**src/inc/ecr_pkg.sv**
```systemverilog
// Purpose: Constants for the exception context register block.
// Assumes: Bit positions are little-endian indices (31 is the MSB).
// Notes: Architected bit n sits at index 31-n.
package ecr_pkg;
  // Special-register selects for the move-to and move-from port.
  typedef enum logic [2:0] {
    ECR_SEL_STATE = 3'h0,
    ECR_SEL_NC_PC = 3'h1,
    ECR_SEL_NC_ST = 3'h2,
    ECR_SEL_CR_PC = 3'h3,
    ECR_SEL_CR_ST = 3'h4,
    ECR_SEL_VBASE = 3'h5,
    ECR_SEL_SYND = 3'h6,
    ECR_SEL_FADDR = 3'h7
  } ecr_sel_t;
  // Floating-point exception mode, coded as {mode_a, mode_b}.
  typedef enum logic [1:0] {
    ECR_FP_IGNORE = 2'h0,
    ECR_FP_IMP_NONREC = 2'h1,
    ECR_FP_IMP_REC = 2'h2,
    ECR_FP_PRECISE = 2'h3
  } ecr_fpmode_t;
  // Machine state bit positions.
  localparam int MS_CRIT_IRQ_EN = 17;
  localparam int MS_ASYNC_IRQ_EN = 15;
  localparam int MS_USER_STATE = 14;
  localparam int MS_FLOAT_AVAIL = 13;
  localparam int MS_MCHK_EN = 12;
  localparam int MS_FLOAT_EXC_MODE_A = 11;
  localparam int MS_DBG_WAIT_EN = 10;
  localparam int MS_DBG_IRQ_EN = 9;
  localparam int MS_FLOAT_EXC_MODE_B = 8;
  localparam int MS_INSTR_XLATE_EN = 5;
  localparam int MS_DATA_XLATE_EN = 4;
  localparam logic [31:0] MS_MASK = 32'h0002_ff30;
  // Bits kept through a critical or non-critical take.
  localparam logic [31:0] MS_KEEP_CRIT = 32'h0000_1000;
  localparam logic [31:0] MS_KEEP_NONCRIT = 32'h0002_1000;
  // Syndrome bit positions.
  localparam int SY_IFETCH_MCHK = 31;
  localparam int SY_ILLEGAL_OP = 27;
  localparam int SY_PRIV_OP = 26;
  localparam int SY_TRAP = 25;
  localparam int SY_UNIMPL_OP = 24;
  localparam int SY_STORE_FAULT = 23;
  localparam int SY_ZONE_FAULT = 22;
  localparam int SY_FLOAT_EXC = 19;
  localparam int SY_AUX_EXC = 18;
  localparam int SY_USER0_FAULT = 15;
  localparam logic [31:0] SY_MASK = 32'h8fcc_8000;
  // Save pc holds a word address; vector base holds the upper half.
  localparam logic [31:0] PC_MASK = 32'hffff_fffc;
  localparam logic [31:0] VB_MASK = 32'hffff_0000;
  localparam logic [31:0] RESET_VAL = 32'h0000_0000;
endpackage

```
**src/hw/ecr_regs.sv**
```systemverilog
// Purpose: Interrupt context, syndrome and fault address registers.
// Assumes: Sequencer strobes are one-cycle pulses on ref_clk_i; the
//   external and critical interrupt inputs are pins and are synchronised.
// Notes: Hardware events win over a software write in the same cycle.
//   Reset values are all zero, so software must load vector_base early.
`timescale 1ns/100ps
module ecr_regs
  import ecr_pkg::*;
(
  input wire logic ref_clk_i,
  input wire logic rst_n_i,
  // Move-to / move-from special register port.
  input wire ecr_sel_t spr_sel_i,
  input wire logic spr_wr_i,
  input wire logic [31:0] spr_wdata_i,
  output logic [31:0] spr_rdata_o,
  // Sequencer events.
  input wire logic take_noncrit_i,
  input wire logic take_crit_i,
  input wire logic rfi_i,
  input wire logic rfci_i,
  input wire logic [31:0] save_pc_i,
  input wire logic ifetch_mchk_i,
  input wire logic prog_irq_i,
  input wire logic [5:0] prog_type_i,
  input wire logic dstor_irq_i,
  input wire logic [2:0] dstor_type_i,
  input wire logic dtlb_miss_i,
  input wire logic align_irq_i,
  input wire logic [31:0] fault_addr_i,
  input wire logic [15:0] vec_off_i,
  input wire logic priv_instr_i,
  input wire logic float_instr_i,
  // Raw interrupt sources.
  input wire logic ext_irq_i,
  input wire logic crit_irq_i,
  input wire logic pit_irq_i,
  input wire logic fit_irq_i,
  input wire logic wdt_irq_i,
  // Results to the core.
  output logic noncrit_req_o,
  output logic crit_req_o,
  output logic mchk_take_o,
  output logic [31:0] resume_pc_o,
  output logic resume_o,
  output logic [31:0] handler_addr_o,
  output logic priv_refuse_o,
  output logic float_refuse_o,
  output ecr_fpmode_t float_mode_o,
  output logic mchk_en_o,
  output logic dbg_wait_en_o,
  output logic dbg_irq_en_o,
  output logic instr_xlate_en_o,
  output logic data_xlate_en_o
);

  // Architected registers. Index 31 holds architected bit 0, so every
  // field position comes from the package, except the vector_base[31:16] slice.
  logic [31:0] machine_state;
  logic [31:0] noncrit_save_pc;
  logic [31:0] noncrit_save_state;
  logic [31:0] crit_save_pc;
  logic [31:0] crit_save_state;
  logic [31:0] vector_base;
  logic [31:0] exc_syndrome;
  logic [31:0] fault_data_addr;
  // Next values, shared by the registers and by the output decode.
  logic [31:0] next_machine_state;
  logic [31:0] next_exc_syndrome;
  // Two-stage synchronisers for the interrupt pins.
  logic [1:0] ext_sync;
  logic [1:0] crit_sync;
  // Event decode shared by several registers.
  logic mchk_taken;
  logic crit_save;
  logic [31:0] new_type;
  logic type_event;

  // Pin inputs pass two flip-flops before any logic reads them. Only the
  // second stage is read, so a metastable first stage never reaches the
  // gating logic; the cost is two cycles of extra request latency.
  always_ff @(posedge ref_clk_i or negedge rst_n_i) begin
    if (!rst_n_i) begin
      ext_sync <= 2'h0;
      crit_sync <= 2'h0;
    end else begin
      ext_sync <= {ext_sync[0], ext_irq_i};
      crit_sync <= {crit_sync[0], crit_irq_i};
    end
  end

  // A fetch machine check is only taken when enabled; a critical take and
  // an enabled machine check both write the critical pair.
  assign mchk_taken = ifetch_mchk_i & machine_state[MS_MCHK_EN];
  assign crit_save = take_crit_i | mchk_taken;

  // Machine state: a take outranks a return, which outranks a write.
  // A software write that meets a take in the same cycle is lost, so the
  // handler always starts from the state that the take produced.
  always_comb begin
    next_machine_state = machine_state;
    if (mchk_taken) begin
      // An enabled machine check clears every enable, mchk_en included.
      next_machine_state = RESET_VAL;
    end else if (take_crit_i) begin
      // Keeping mchk_en lets a later machine check reuse the pair.
      next_machine_state = machine_state & MS_KEEP_CRIT;
    end else if (take_noncrit_i) begin
      // Only mchk_en and crit_irq_en survive a non-critical take.
      next_machine_state = machine_state & MS_KEEP_NONCRIT;
    end else if (rfci_i) begin
      // A return may set any implemented bit; reserved bits stay clear.
      next_machine_state = crit_save_state & MS_MASK;
    end else if (rfi_i) begin
      next_machine_state = noncrit_save_state & MS_MASK;
    end else if (spr_wr_i && spr_sel_i == ECR_SEL_STATE) begin
      next_machine_state = spr_wdata_i & MS_MASK;
    end
  end

  // Machine state register; every decision is made in the update above.
  always_ff @(posedge ref_clk_i or negedge rst_n_i) begin
    if (!rst_n_i) begin
      machine_state <= RESET_VAL;
    end else begin
      machine_state <= next_machine_state;
    end
  end

  // Non-critical pair: the take copies pc and the current state.
  // A non-critical take that meets a critical take or an enabled machine
  // check is dropped here; the sequencer must present it again later.
  always_ff @(posedge ref_clk_i or negedge rst_n_i) begin
    if (!rst_n_i) begin
      noncrit_save_pc <= RESET_VAL;
      noncrit_save_state <= RESET_VAL;
    end else if (take_noncrit_i && !crit_save) begin
      noncrit_save_pc <= save_pc_i & PC_MASK;
      noncrit_save_state <= machine_state;
    end else if (spr_wr_i && spr_sel_i == ECR_SEL_NC_PC) begin
      noncrit_save_pc <= spr_wdata_i & PC_MASK;
    end else if (spr_wr_i && spr_sel_i == ECR_SEL_NC_ST) begin
      noncrit_save_state <= spr_wdata_i & MS_MASK;
    end
  end

  // Critical pair: written by a critical take or an enabled machine check.
  // Since a critical take keeps mchk_en, a machine check that arrives
  // before the handler has saved this pair overwrites it.
  always_ff @(posedge ref_clk_i or negedge rst_n_i) begin
    if (!rst_n_i) begin
      crit_save_pc <= RESET_VAL;
      crit_save_state <= RESET_VAL;
    end else if (crit_save) begin
      crit_save_pc <= save_pc_i & PC_MASK;
      crit_save_state <= machine_state;
    end else if (spr_wr_i && spr_sel_i == ECR_SEL_CR_PC) begin
      crit_save_pc <= spr_wdata_i & PC_MASK;
    end else if (spr_wr_i && spr_sel_i == ECR_SEL_CR_ST) begin
      crit_save_state <= spr_wdata_i & MS_MASK;
    end
  end

  // Vector base keeps only its upper half.
  // The lower half of a handler address comes from the interrupt type.
  always_ff @(posedge ref_clk_i or negedge rst_n_i) begin
    if (!rst_n_i) begin
      vector_base <= RESET_VAL;
    end else if (spr_wr_i && spr_sel_i == ECR_SEL_VBASE) begin
      vector_base <= spr_wdata_i & VB_MASK;
    end
  end

  // Type bits for a program or data storage interrupt.
  // A group whose event is idle stays zero, which is exactly what the
  // syndrome update needs to clear the bits of the other interrupt kind.
  always_comb begin
    new_type = RESET_VAL;
    if (prog_irq_i) begin
      new_type[SY_ILLEGAL_OP] = prog_type_i[0];
      new_type[SY_PRIV_OP] = prog_type_i[1];
      new_type[SY_TRAP] = prog_type_i[2];
      new_type[SY_UNIMPL_OP] = prog_type_i[3];
      new_type[SY_FLOAT_EXC] = prog_type_i[4];
      new_type[SY_AUX_EXC] = prog_type_i[5];
    end
    if (dstor_irq_i) begin
      new_type[SY_STORE_FAULT] = dstor_type_i[0];
      new_type[SY_ZONE_FAULT] = dstor_type_i[1];
      new_type[SY_USER0_FAULT] = dstor_type_i[2];
    end
  end

  assign type_event = prog_irq_i | dstor_irq_i | dtlb_miss_i;

  // Syndrome update; hardware events win over a software write.
  // An enabled machine check outranks every type event, and a type event
  // outranks a disabled check, whose only effect then is its flag.
  always_comb begin
    next_exc_syndrome = exc_syndrome;
    if (mchk_taken) begin
      next_exc_syndrome = RESET_VAL;
      next_exc_syndrome[SY_IFETCH_MCHK] = 1'b1;
    end else if (type_event) begin
      // A disabled machine check on the same instruction still flags.
      next_exc_syndrome = new_type;
      next_exc_syndrome[SY_IFETCH_MCHK] =
        exc_syndrome[SY_IFETCH_MCHK] | ifetch_mchk_i;
    end else if (ifetch_mchk_i) begin
      next_exc_syndrome[SY_IFETCH_MCHK] = 1'b1;
    end else if (spr_wr_i && spr_sel_i == ECR_SEL_SYND) begin
      next_exc_syndrome = spr_wdata_i & SY_MASK;
    end
  end

  // Syndrome register; every decision is made in the update above.
  always_ff @(posedge ref_clk_i or negedge rst_n_i) begin
    if (!rst_n_i) begin
      exc_syndrome <= RESET_VAL;
    end else begin
      exc_syndrome <= next_exc_syndrome;
    end
  end

  // Fault address captures the whole failing data address.
  // An alignment fault leaves the syndrome alone but still loads it.
  always_ff @(posedge ref_clk_i or negedge rst_n_i) begin
    if (!rst_n_i) begin
      fault_data_addr <= RESET_VAL;
    end else if (align_irq_i || dtlb_miss_i || dstor_irq_i) begin
      fault_data_addr <= fault_addr_i;
    end else if (spr_wr_i && spr_sel_i == ECR_SEL_FADDR) begin
      fault_data_addr <= spr_wdata_i;
    end
  end

  // Registered read data, one cycle after the select.
  // A read that meets a write returns the old value; the new one follows.
  always_ff @(posedge ref_clk_i or negedge rst_n_i) begin
    if (!rst_n_i) begin
      spr_rdata_o <= RESET_VAL;
    end else begin
      case (spr_sel_i)
        ECR_SEL_STATE: spr_rdata_o <= machine_state;
        ECR_SEL_NC_PC: spr_rdata_o <= noncrit_save_pc;
        ECR_SEL_NC_ST: spr_rdata_o <= noncrit_save_state;
        ECR_SEL_CR_PC: spr_rdata_o <= crit_save_pc;
        ECR_SEL_CR_ST: spr_rdata_o <= crit_save_state;
        ECR_SEL_VBASE: spr_rdata_o <= vector_base;
        ECR_SEL_SYND: spr_rdata_o <= exc_syndrome;
        ECR_SEL_FADDR: spr_rdata_o <= fault_data_addr;
        default: spr_rdata_o <= RESET_VAL;
      endcase
    end
  end

  // Interrupt gating uses the next machine state, so a request drops in
  // the same cycle in which a take, a return or a write clears its enable.
  // The sequencer still needs one more cycle to react to a request.
  always_ff @(posedge ref_clk_i or negedge rst_n_i) begin
    if (!rst_n_i) begin
      noncrit_req_o <= 1'b0;
      crit_req_o <= 1'b0;
      mchk_take_o <= 1'b0;
    end else begin
      noncrit_req_o <= next_machine_state[MS_ASYNC_IRQ_EN] &
        (ext_sync[1] | pit_irq_i | fit_irq_i);
      crit_req_o <= next_machine_state[MS_CRIT_IRQ_EN] &
        (crit_sync[1] | wdt_irq_i);
      mchk_take_o <= mchk_taken;
    end
  end

  // Return pc and handler address for the fetch unit.
  // The return pc holds its last value between returns.
  always_ff @(posedge ref_clk_i or negedge rst_n_i) begin
    if (!rst_n_i) begin
      resume_pc_o <= RESET_VAL;
      resume_o <= 1'b0;
      handler_addr_o <= RESET_VAL;
    end else begin
      resume_o <= rfi_i | rfci_i;
      if (rfci_i) begin
        resume_pc_o <= crit_save_pc;
      end else if (rfi_i) begin
        resume_pc_o <= noncrit_save_pc;
      end
      handler_addr_o <= {vector_base[31:16], vec_off_i};
    end
  end

  // Mode decode for the rest of the core.
  // Outputs follow the next machine state, so they change together with
  // the register rather than one cycle after it.
  always_ff @(posedge ref_clk_i or negedge rst_n_i) begin
    if (!rst_n_i) begin
      priv_refuse_o <= 1'b0;
      float_refuse_o <= 1'b0;
      float_mode_o <= ECR_FP_IGNORE;
      mchk_en_o <= 1'b0;
      dbg_wait_en_o <= 1'b0;
      dbg_irq_en_o <= 1'b0;
      instr_xlate_en_o <= 1'b0;
      data_xlate_en_o <= 1'b0;
    end else begin
      priv_refuse_o <= priv_instr_i &
        next_machine_state[MS_USER_STATE];
      float_refuse_o <= float_instr_i &
        ~next_machine_state[MS_FLOAT_AVAIL];
      float_mode_o <= ecr_fpmode_t'({
        next_machine_state[MS_FLOAT_EXC_MODE_A],
        next_machine_state[MS_FLOAT_EXC_MODE_B]});
      mchk_en_o <= next_machine_state[MS_MCHK_EN];
      dbg_wait_en_o <= next_machine_state[MS_DBG_WAIT_EN];
      dbg_irq_en_o <= next_machine_state[MS_DBG_IRQ_EN];
      instr_xlate_en_o <= next_machine_state[MS_INSTR_XLATE_EN];
      data_xlate_en_o <= next_machine_state[MS_DATA_XLATE_EN];
    end
  end

endmodule // ecr_regs

```
**config.mk**
```make
export PLATFORM = sky130hd
export DESIGN_NAME = ecr_regs
export DESIGN_NICKNAME = d
export VERILOG_FILES = /design/src/inc/ecr_pkg.sv /design/src/hw/ecr_regs.sv
export SDC_FILE = /design/constraint.sdc
export NUM_CORES = 1
export LEC_CHECK = 0
export ABC_AREA = 1
export ABC_CLOCK_PERIOD_IN_PS = 2000
export BUFFER_PORTS_ARGS = -buffer_cell sky130_fd_sc_hd__buf_2
export CORE_MARGIN = 2
export CORE_UTILIZATION = 45
export CTS_BUF_LIST = sky130_fd_sc_hd__clkbuf_2
export DETAILED_ROUTE_END_ITERATION = 6
export GPL_TIMING_DRIVEN = 0
export PLACE_DENSITY = 0.67
export SYNTH_ARGS = -nofsm -noshare
export SYNTH_HDL_FRONTEND = slang
export SYNTH_SLANG_ARGS = --single-unit
```
**constraint.sdc**
```tcl
create_clock -name ref_clk_i -period 2 [get_ports ref_clk_i]
set_input_delay 0.1 -clock ref_clk_i [delete_from_list [all_inputs] [get_ports ref_clk_i]]
set_output_delay 0.1 -clock ref_clk_i [all_outputs]
set_load 0.05 [all_outputs]
```
# After elaboration in Yosys (flattened, before gate mapping)

Index checks and enable logic that the tools add are counted.

Memories kept: 0
Register bits: 353
Output and inout port bits: 109
RAM bits: 0
ROM bits: 0
Latch bits: 0

Div/mod/pow operators: 0
Reduce and logical (&&, ||, !) cells: 25
Shifts and indexed selects: 0
Multiplexer cells: 30
Eq/ne operators: 10
$mul: 0
$lt $le $gt $ge: 0
Bitwise logic cells: 14
Add/subtract/negate cells: 0

Operators by type and width:

| operator           | count |
|---|---|
| $mux 32            | 23 |
| $pmux 32 s8        | 1 |
| $mux 31            | 1 |
| $eq 3x3->1 const B | 4 |
| $reduce_bool 2->1  | 6 |
| $logic_and 1x1->1  | 9 |
| $or 1x1->1         | 8 |
| $eq 3x2->1 const B | 2 |
| $reduce_and 2->1   | 3 |
| $reduce_bool 6->1  | 1 |
| $and 1x1->1        | 5 |
| $mux 2             | 2 |
| $mux 4             | 1 |
| $ne 2x2->1 const B | 2 |
| $reduce_bool 4->1  | 1 |
| $eq 3x1->1 const B | 1 |
| $logic_not 3->1    | 1 |
| $ne 3x1->1 const B | 1 |
| $reduce_bool 3->1  | 1 |
| $logic_or 1x1->1   | 2 |
| $mux 1             | 2 |
| $logic_not 1->1    | 1 |
| $not 1->1          | 1 |

# Longest topological paths before layout

Depth in word-level cells: 10
Depth in mapped cells: 10

# Least setup slack after synthesis

Ideal clock, no wire load.

Path kind: reg-to-reg
Start: reg machine_state[12]
End: reg crit_save_pc[28]
Path buffers: 2
Setup time: 0.129 ns
Slack: 0.273 ns
Arrival: 1.599 ns
Cell stages (with the launch flop): 8
Period minus slack after synthesis: 1.727 ns
Cells stage by stage: dfrtp_1 > nand2_1 > nand2_2 > inv_2 > buf_2 > buf_2 > o211ai_2 > o21ai_0

Longest elaborated chain between the ends: 3

Ends and longest elaborated chain:

| item                                                | RTL line        | text |
|---|---|---|
| start, declared                                     | ecr_regs.sv:59  | `logic [31:0] machine_state;` |
| start signal, assigned                              | ecr_regs.sv:126 | `machine_state <= next_machine_state;` |
| $and 1x1->1 *                                       | ecr_regs.sv:94  | `assign mchk_taken = ifetch_mchk_i & machine_state[MS_MCHK_EN];` |
| $or 1x1->1 *                                        | ecr_regs.sv:95  | `assign crit_save = take_crit_i \| mchk_taken;` |
| $mux 32 / $reduce_bool 2->1 (equally long branches) | n/a             |  |
| end signal, assigned                                | ecr_regs.sv:155 | `crit_save_pc <= save_pc_i & PC_MASK;` |
| end signal, assigned                                | ecr_regs.sv:158 | `crit_save_pc <= spr_wdata_i & PC_MASK;` |
| end, declared                                       | ecr_regs.sv:62  | `logic [31:0] crit_save_pc;` |

Mark *: on every way between the ends. The rest lies on a longest branch, timed or not.
A chain may end at the register's enable or synchronous reset.

# Worst setup path after layout

Start: in prog_type_i[4]
End: reg exc_syndrome[19]

Longest elaborated chain between the ends: 3

Ends and longest elaborated chain:

| item                 | RTL line        | text |
|---|---|---|
| start, declared      | ecr_regs.sv:25  | `input wire logic [5:0] prog_type_i,` |
| $mux 2               | ecr_regs.sv:179 | `if (prog_irq_i) begin` |
| $mux 32              | ecr_regs.sv:204 | `end else if (type_event) begin` |
| $mux 32              | ecr_regs.sv:201 | `if (mchk_taken) begin` |
| end signal, assigned | ecr_regs.sv:221 | `exc_syndrome <= next_exc_syndrome;` |
| end, declared        | ecr_regs.sv:65  | `logic [31:0] exc_syndrome;` |

Every way passes these cells.

==> results.tsv <==
metric	value	unit
status	complete, but fails checks	
failing checks	negative setup slack	
top post-synthesis cells by area	dfrtp_1, nand2_1, o211ai_1	
fmax	0.493	GHz
Crit-path slowest cell	dlygate4sd3_1	
M1 GR Usage	0.440	
final instance area	15800	µm²
sequential area share after synthesis	0.556	
die height	164	µm
RePlAce Congestion	0.970	
CTS Sinks	256	
chip width	164	µm
total track usage	0.341	
met2 Usage GRT	0.544	
worst stage delay on the critical path	590	ps
Pre-Repair DR Iteration Count	6	
P&R area growth vs syn	37.4	%
post-route clock skew	52.1	ps
Residual DRC	0	
HPWL after DPL	31300	µm
final WL	45200	µm
Global Route met3 Usage	0.0662	
actual slew at the worst max-slew pin	769	ps
most used cell, CP	dlygate4sd3_1	
commonest non-fill, non-tap cells in the layout	nand2_1, buf_2, dfrtp_1	
share of cells above drive strength 1	0.242	
Multi-input gate area	4190	µm²
Post-Synthesis Cells	1308	
Leakage Power	8.00	nW
initial antenna violation count	1	
nets@finish	1966	
Yosys top cell area share	0.556	
setup violators final	1	
TritonCTS clock tree	done	
Longest Clk Path Bufs	3	
setup tns final	-28.9	ps
CP Capture Type	register	
Clock Latency Late Sink	830	ps
final clock period utilization by the worst path	1.01	
total global routing overflow	0	
IO buf count	245	
PwrDens	821	nW/µm²
DR WL/cell	20.5	µm
Hold Crit Class	in -> reg	
CTS Buf Count	69	
clk root buf	clkbuf_2	
Vias per Instance	5.39	
Hold Slack	44.2	ps
Worst EP required	2720	ps
first-pass GRT wire length	68400	µm
global route hottest layer	met2	
fill count	2202	
Synth Cell Area	11500	µm²
clock transition at the registers of the reported paths	100	ps
Setup crit start kind	input port	
Peak VDD IR	0.529	mV
largest net degree at the start of global routing	96	
Seq cells post-synth	256	
vias in the first global route	12100	
Setup CP Type	in -> reg	
DRT iter0 DRCs	1327	
fin crit period	2030	ps
IO Pins	252	
commonest non-fill, non-tap cell in the layout	nand2_1	
Synth Area per Inst	8.81	µm²
Final WS setup	-28.9	ps
core area	25200	µm²
routed via count	11900	
H-tree level count	3	
crit path DAT	2750	ps
Yosys cell types	36	
Pins Over Slew Limit	0	
leading area contributor after synthesis	dfrtp_1	
critical path cell sequence	dlygate4sd3_1 > buf_2 > nand2_1 > dlygate4sd3_1 > o21ai_0 > dlygate4sd3_1 > nand3_1 > dlygate4sd3_1 > nand2_1	
YS warnings	0	
CP max FO	1	
Placement Cell Area	13200	µm²
slew margin rel.	0.488	
antenna-violating nets left	0	
max cap viols	0	
num rows	58	
die area	26900	µm²
Fin. Hold Viols	0	
Initial Util	0.458	
area occupied by registers	6410	µm²
cell usage after synthesis:
| master | instances |
|---|---|
| o221ai_1 | 14 |
| o21a_1 | 7 |
| o211ai_2 | 3 |
| nand4_1 | 22 |
| nor2_4 | 5 |
| a21oi_1 | 42 |
| buf_2 | 21 |
| a22oi_1 | 33 |
| nand3_4 | 2 |
| o21ai_2 | 1 |
| nand3_1 | 38 |
| nor2_1 | 78 |
| o21ai_1 | 22 |
| clkinv_1 | 2 |
| a21oi_2 | 15 |
| conb_1 | 1 |
| dfrtp_1 | 256 |
| nor3_4 | 1 |
| o22ai_1 | 8 |
| buf_6 | 7 |
| o21ai_0 | 69 |
| o211ai_1 | 68 |
| nand3b_1 | 2 |
| or2_2 | 3 |
| buf_4 | 13 |
| nor2_2 | 3 |
| clkbuf_1 | 25 |
| nand3_2 | 3 |
| nand2_2 | 6 |
| inv_2 | 13 |
| inv_1 | 132 |
| nand2_1 | 379 |
| o2111ai_1 | 4 |
| nor3_1 | 6 |
| buf_1 | 3 |
| o21bai_2 | 1 |
critical path: cells and delay by family:
| kind | cells | cell delay, ps |
|---|---|---|
| simple gates | 3 | 180 |
| compound gates | 1 | 90 |
| buf+inv | 5 | 2390 |
registers in the layout, summed over array words and instances (netlist names), 2 cells and up:
name,cells
ext_sync,2
fault_data_addr,32
noncrit_save_pc,30
exc_syndrome,10
spr_rdata_o,32
resume_pc_o,30
noncrit_save_state,11
crit_sync,2
machine_state,10
crit_save_pc,30
crit_save_state,12
handler_addr_o,32
vector_base,16
kinds of logic (layout without fill, tap and decap cells):
| family | after synthesis | count (layout) | share of synthesized area |
|---|---|---|---|
| and+or+nand+nor | 548 | 548 | 0.200 |
| AOI/OAI and AO/OA | 287 | 287 | 0.163 |
| DFF | 256 | 256 | 0.556 |
| buffers and inverters | 216 | 778 | 0.0814 |
| other | 1 | 4 | 0.000325 |
per-layer routing:
layer / vias up / wire length [µm]
li1: 5393 / -
met1: 5625 / 17700
met2: 725 / 21000
met3: 138 / 4080
met4: 0 / 2370
met5: - / 0
timing repair:
action / 4_1_cts / 5_1_grt
pin swaps: 0 / 1
hold endpoints to repair: 358 / 0
buffers inserted: 0 / 2
endpoints found under the setup margin: 20 / 21
resized for setup: 1 / 13
hold buffers: 200 / 0
final timing paths:
path                                   start                to  slack, ps  cells past startpoint
hold / removal                 save_pc_i[10]  crit_save_pc[10]         40                      4
min in group asynchronous            rst_n_i   vector_base[25]        350                      3
setup / recovery              prog_type_i[4]  exc_syndrome[19]        -30                      9
hold reg to reg                 crit_sync[0]      crit_sync[1]        320                      0
setup reg to reg           machine_state[12]  exc_syndrome[15]         40                      5
max in group asynchronous            rst_n_i    spr_rdata_o[8]        370                      5
where the power goes:
part	total (mW)	leakage (nW)	internal [mW]	switching (mW)
Sequential	6.14	3.19	5.78	0.359
Combinational	3.20	4.36	0.999	2.20
Clock	3.66	0.456	1.42	2.24
metrics by stage:
step | total power [mW] | setup slack [ps] | cells | util
after detailed placement | 9.06 | -174 | 1886 | 0.525
after global routing | 13.6 | -0.784 | 2202 | 0.629
final | 13.0 | -28.9 | 2203 | 0.629
after floorplan | 7.98 | 273 | 1309 | -
after global placement | 9.00 | -3890 | 1884 | 0.523
after CTS | 13.0 | 14.7 | 2204 | 0.629
layout make-up:
cell class	instances	share of cell area
diodes	2	0.000316
plain buffers	67	0.0245
clock buffers	96	0.0303
clock inverters	23	0.00759
inverters	147	0.0349
multi-input cells	837	0.265
flip-flops and latches	256	0.405
well taps	330	0.0261
repair buffers	445	0.207
(Power assumes the default switching activity.)
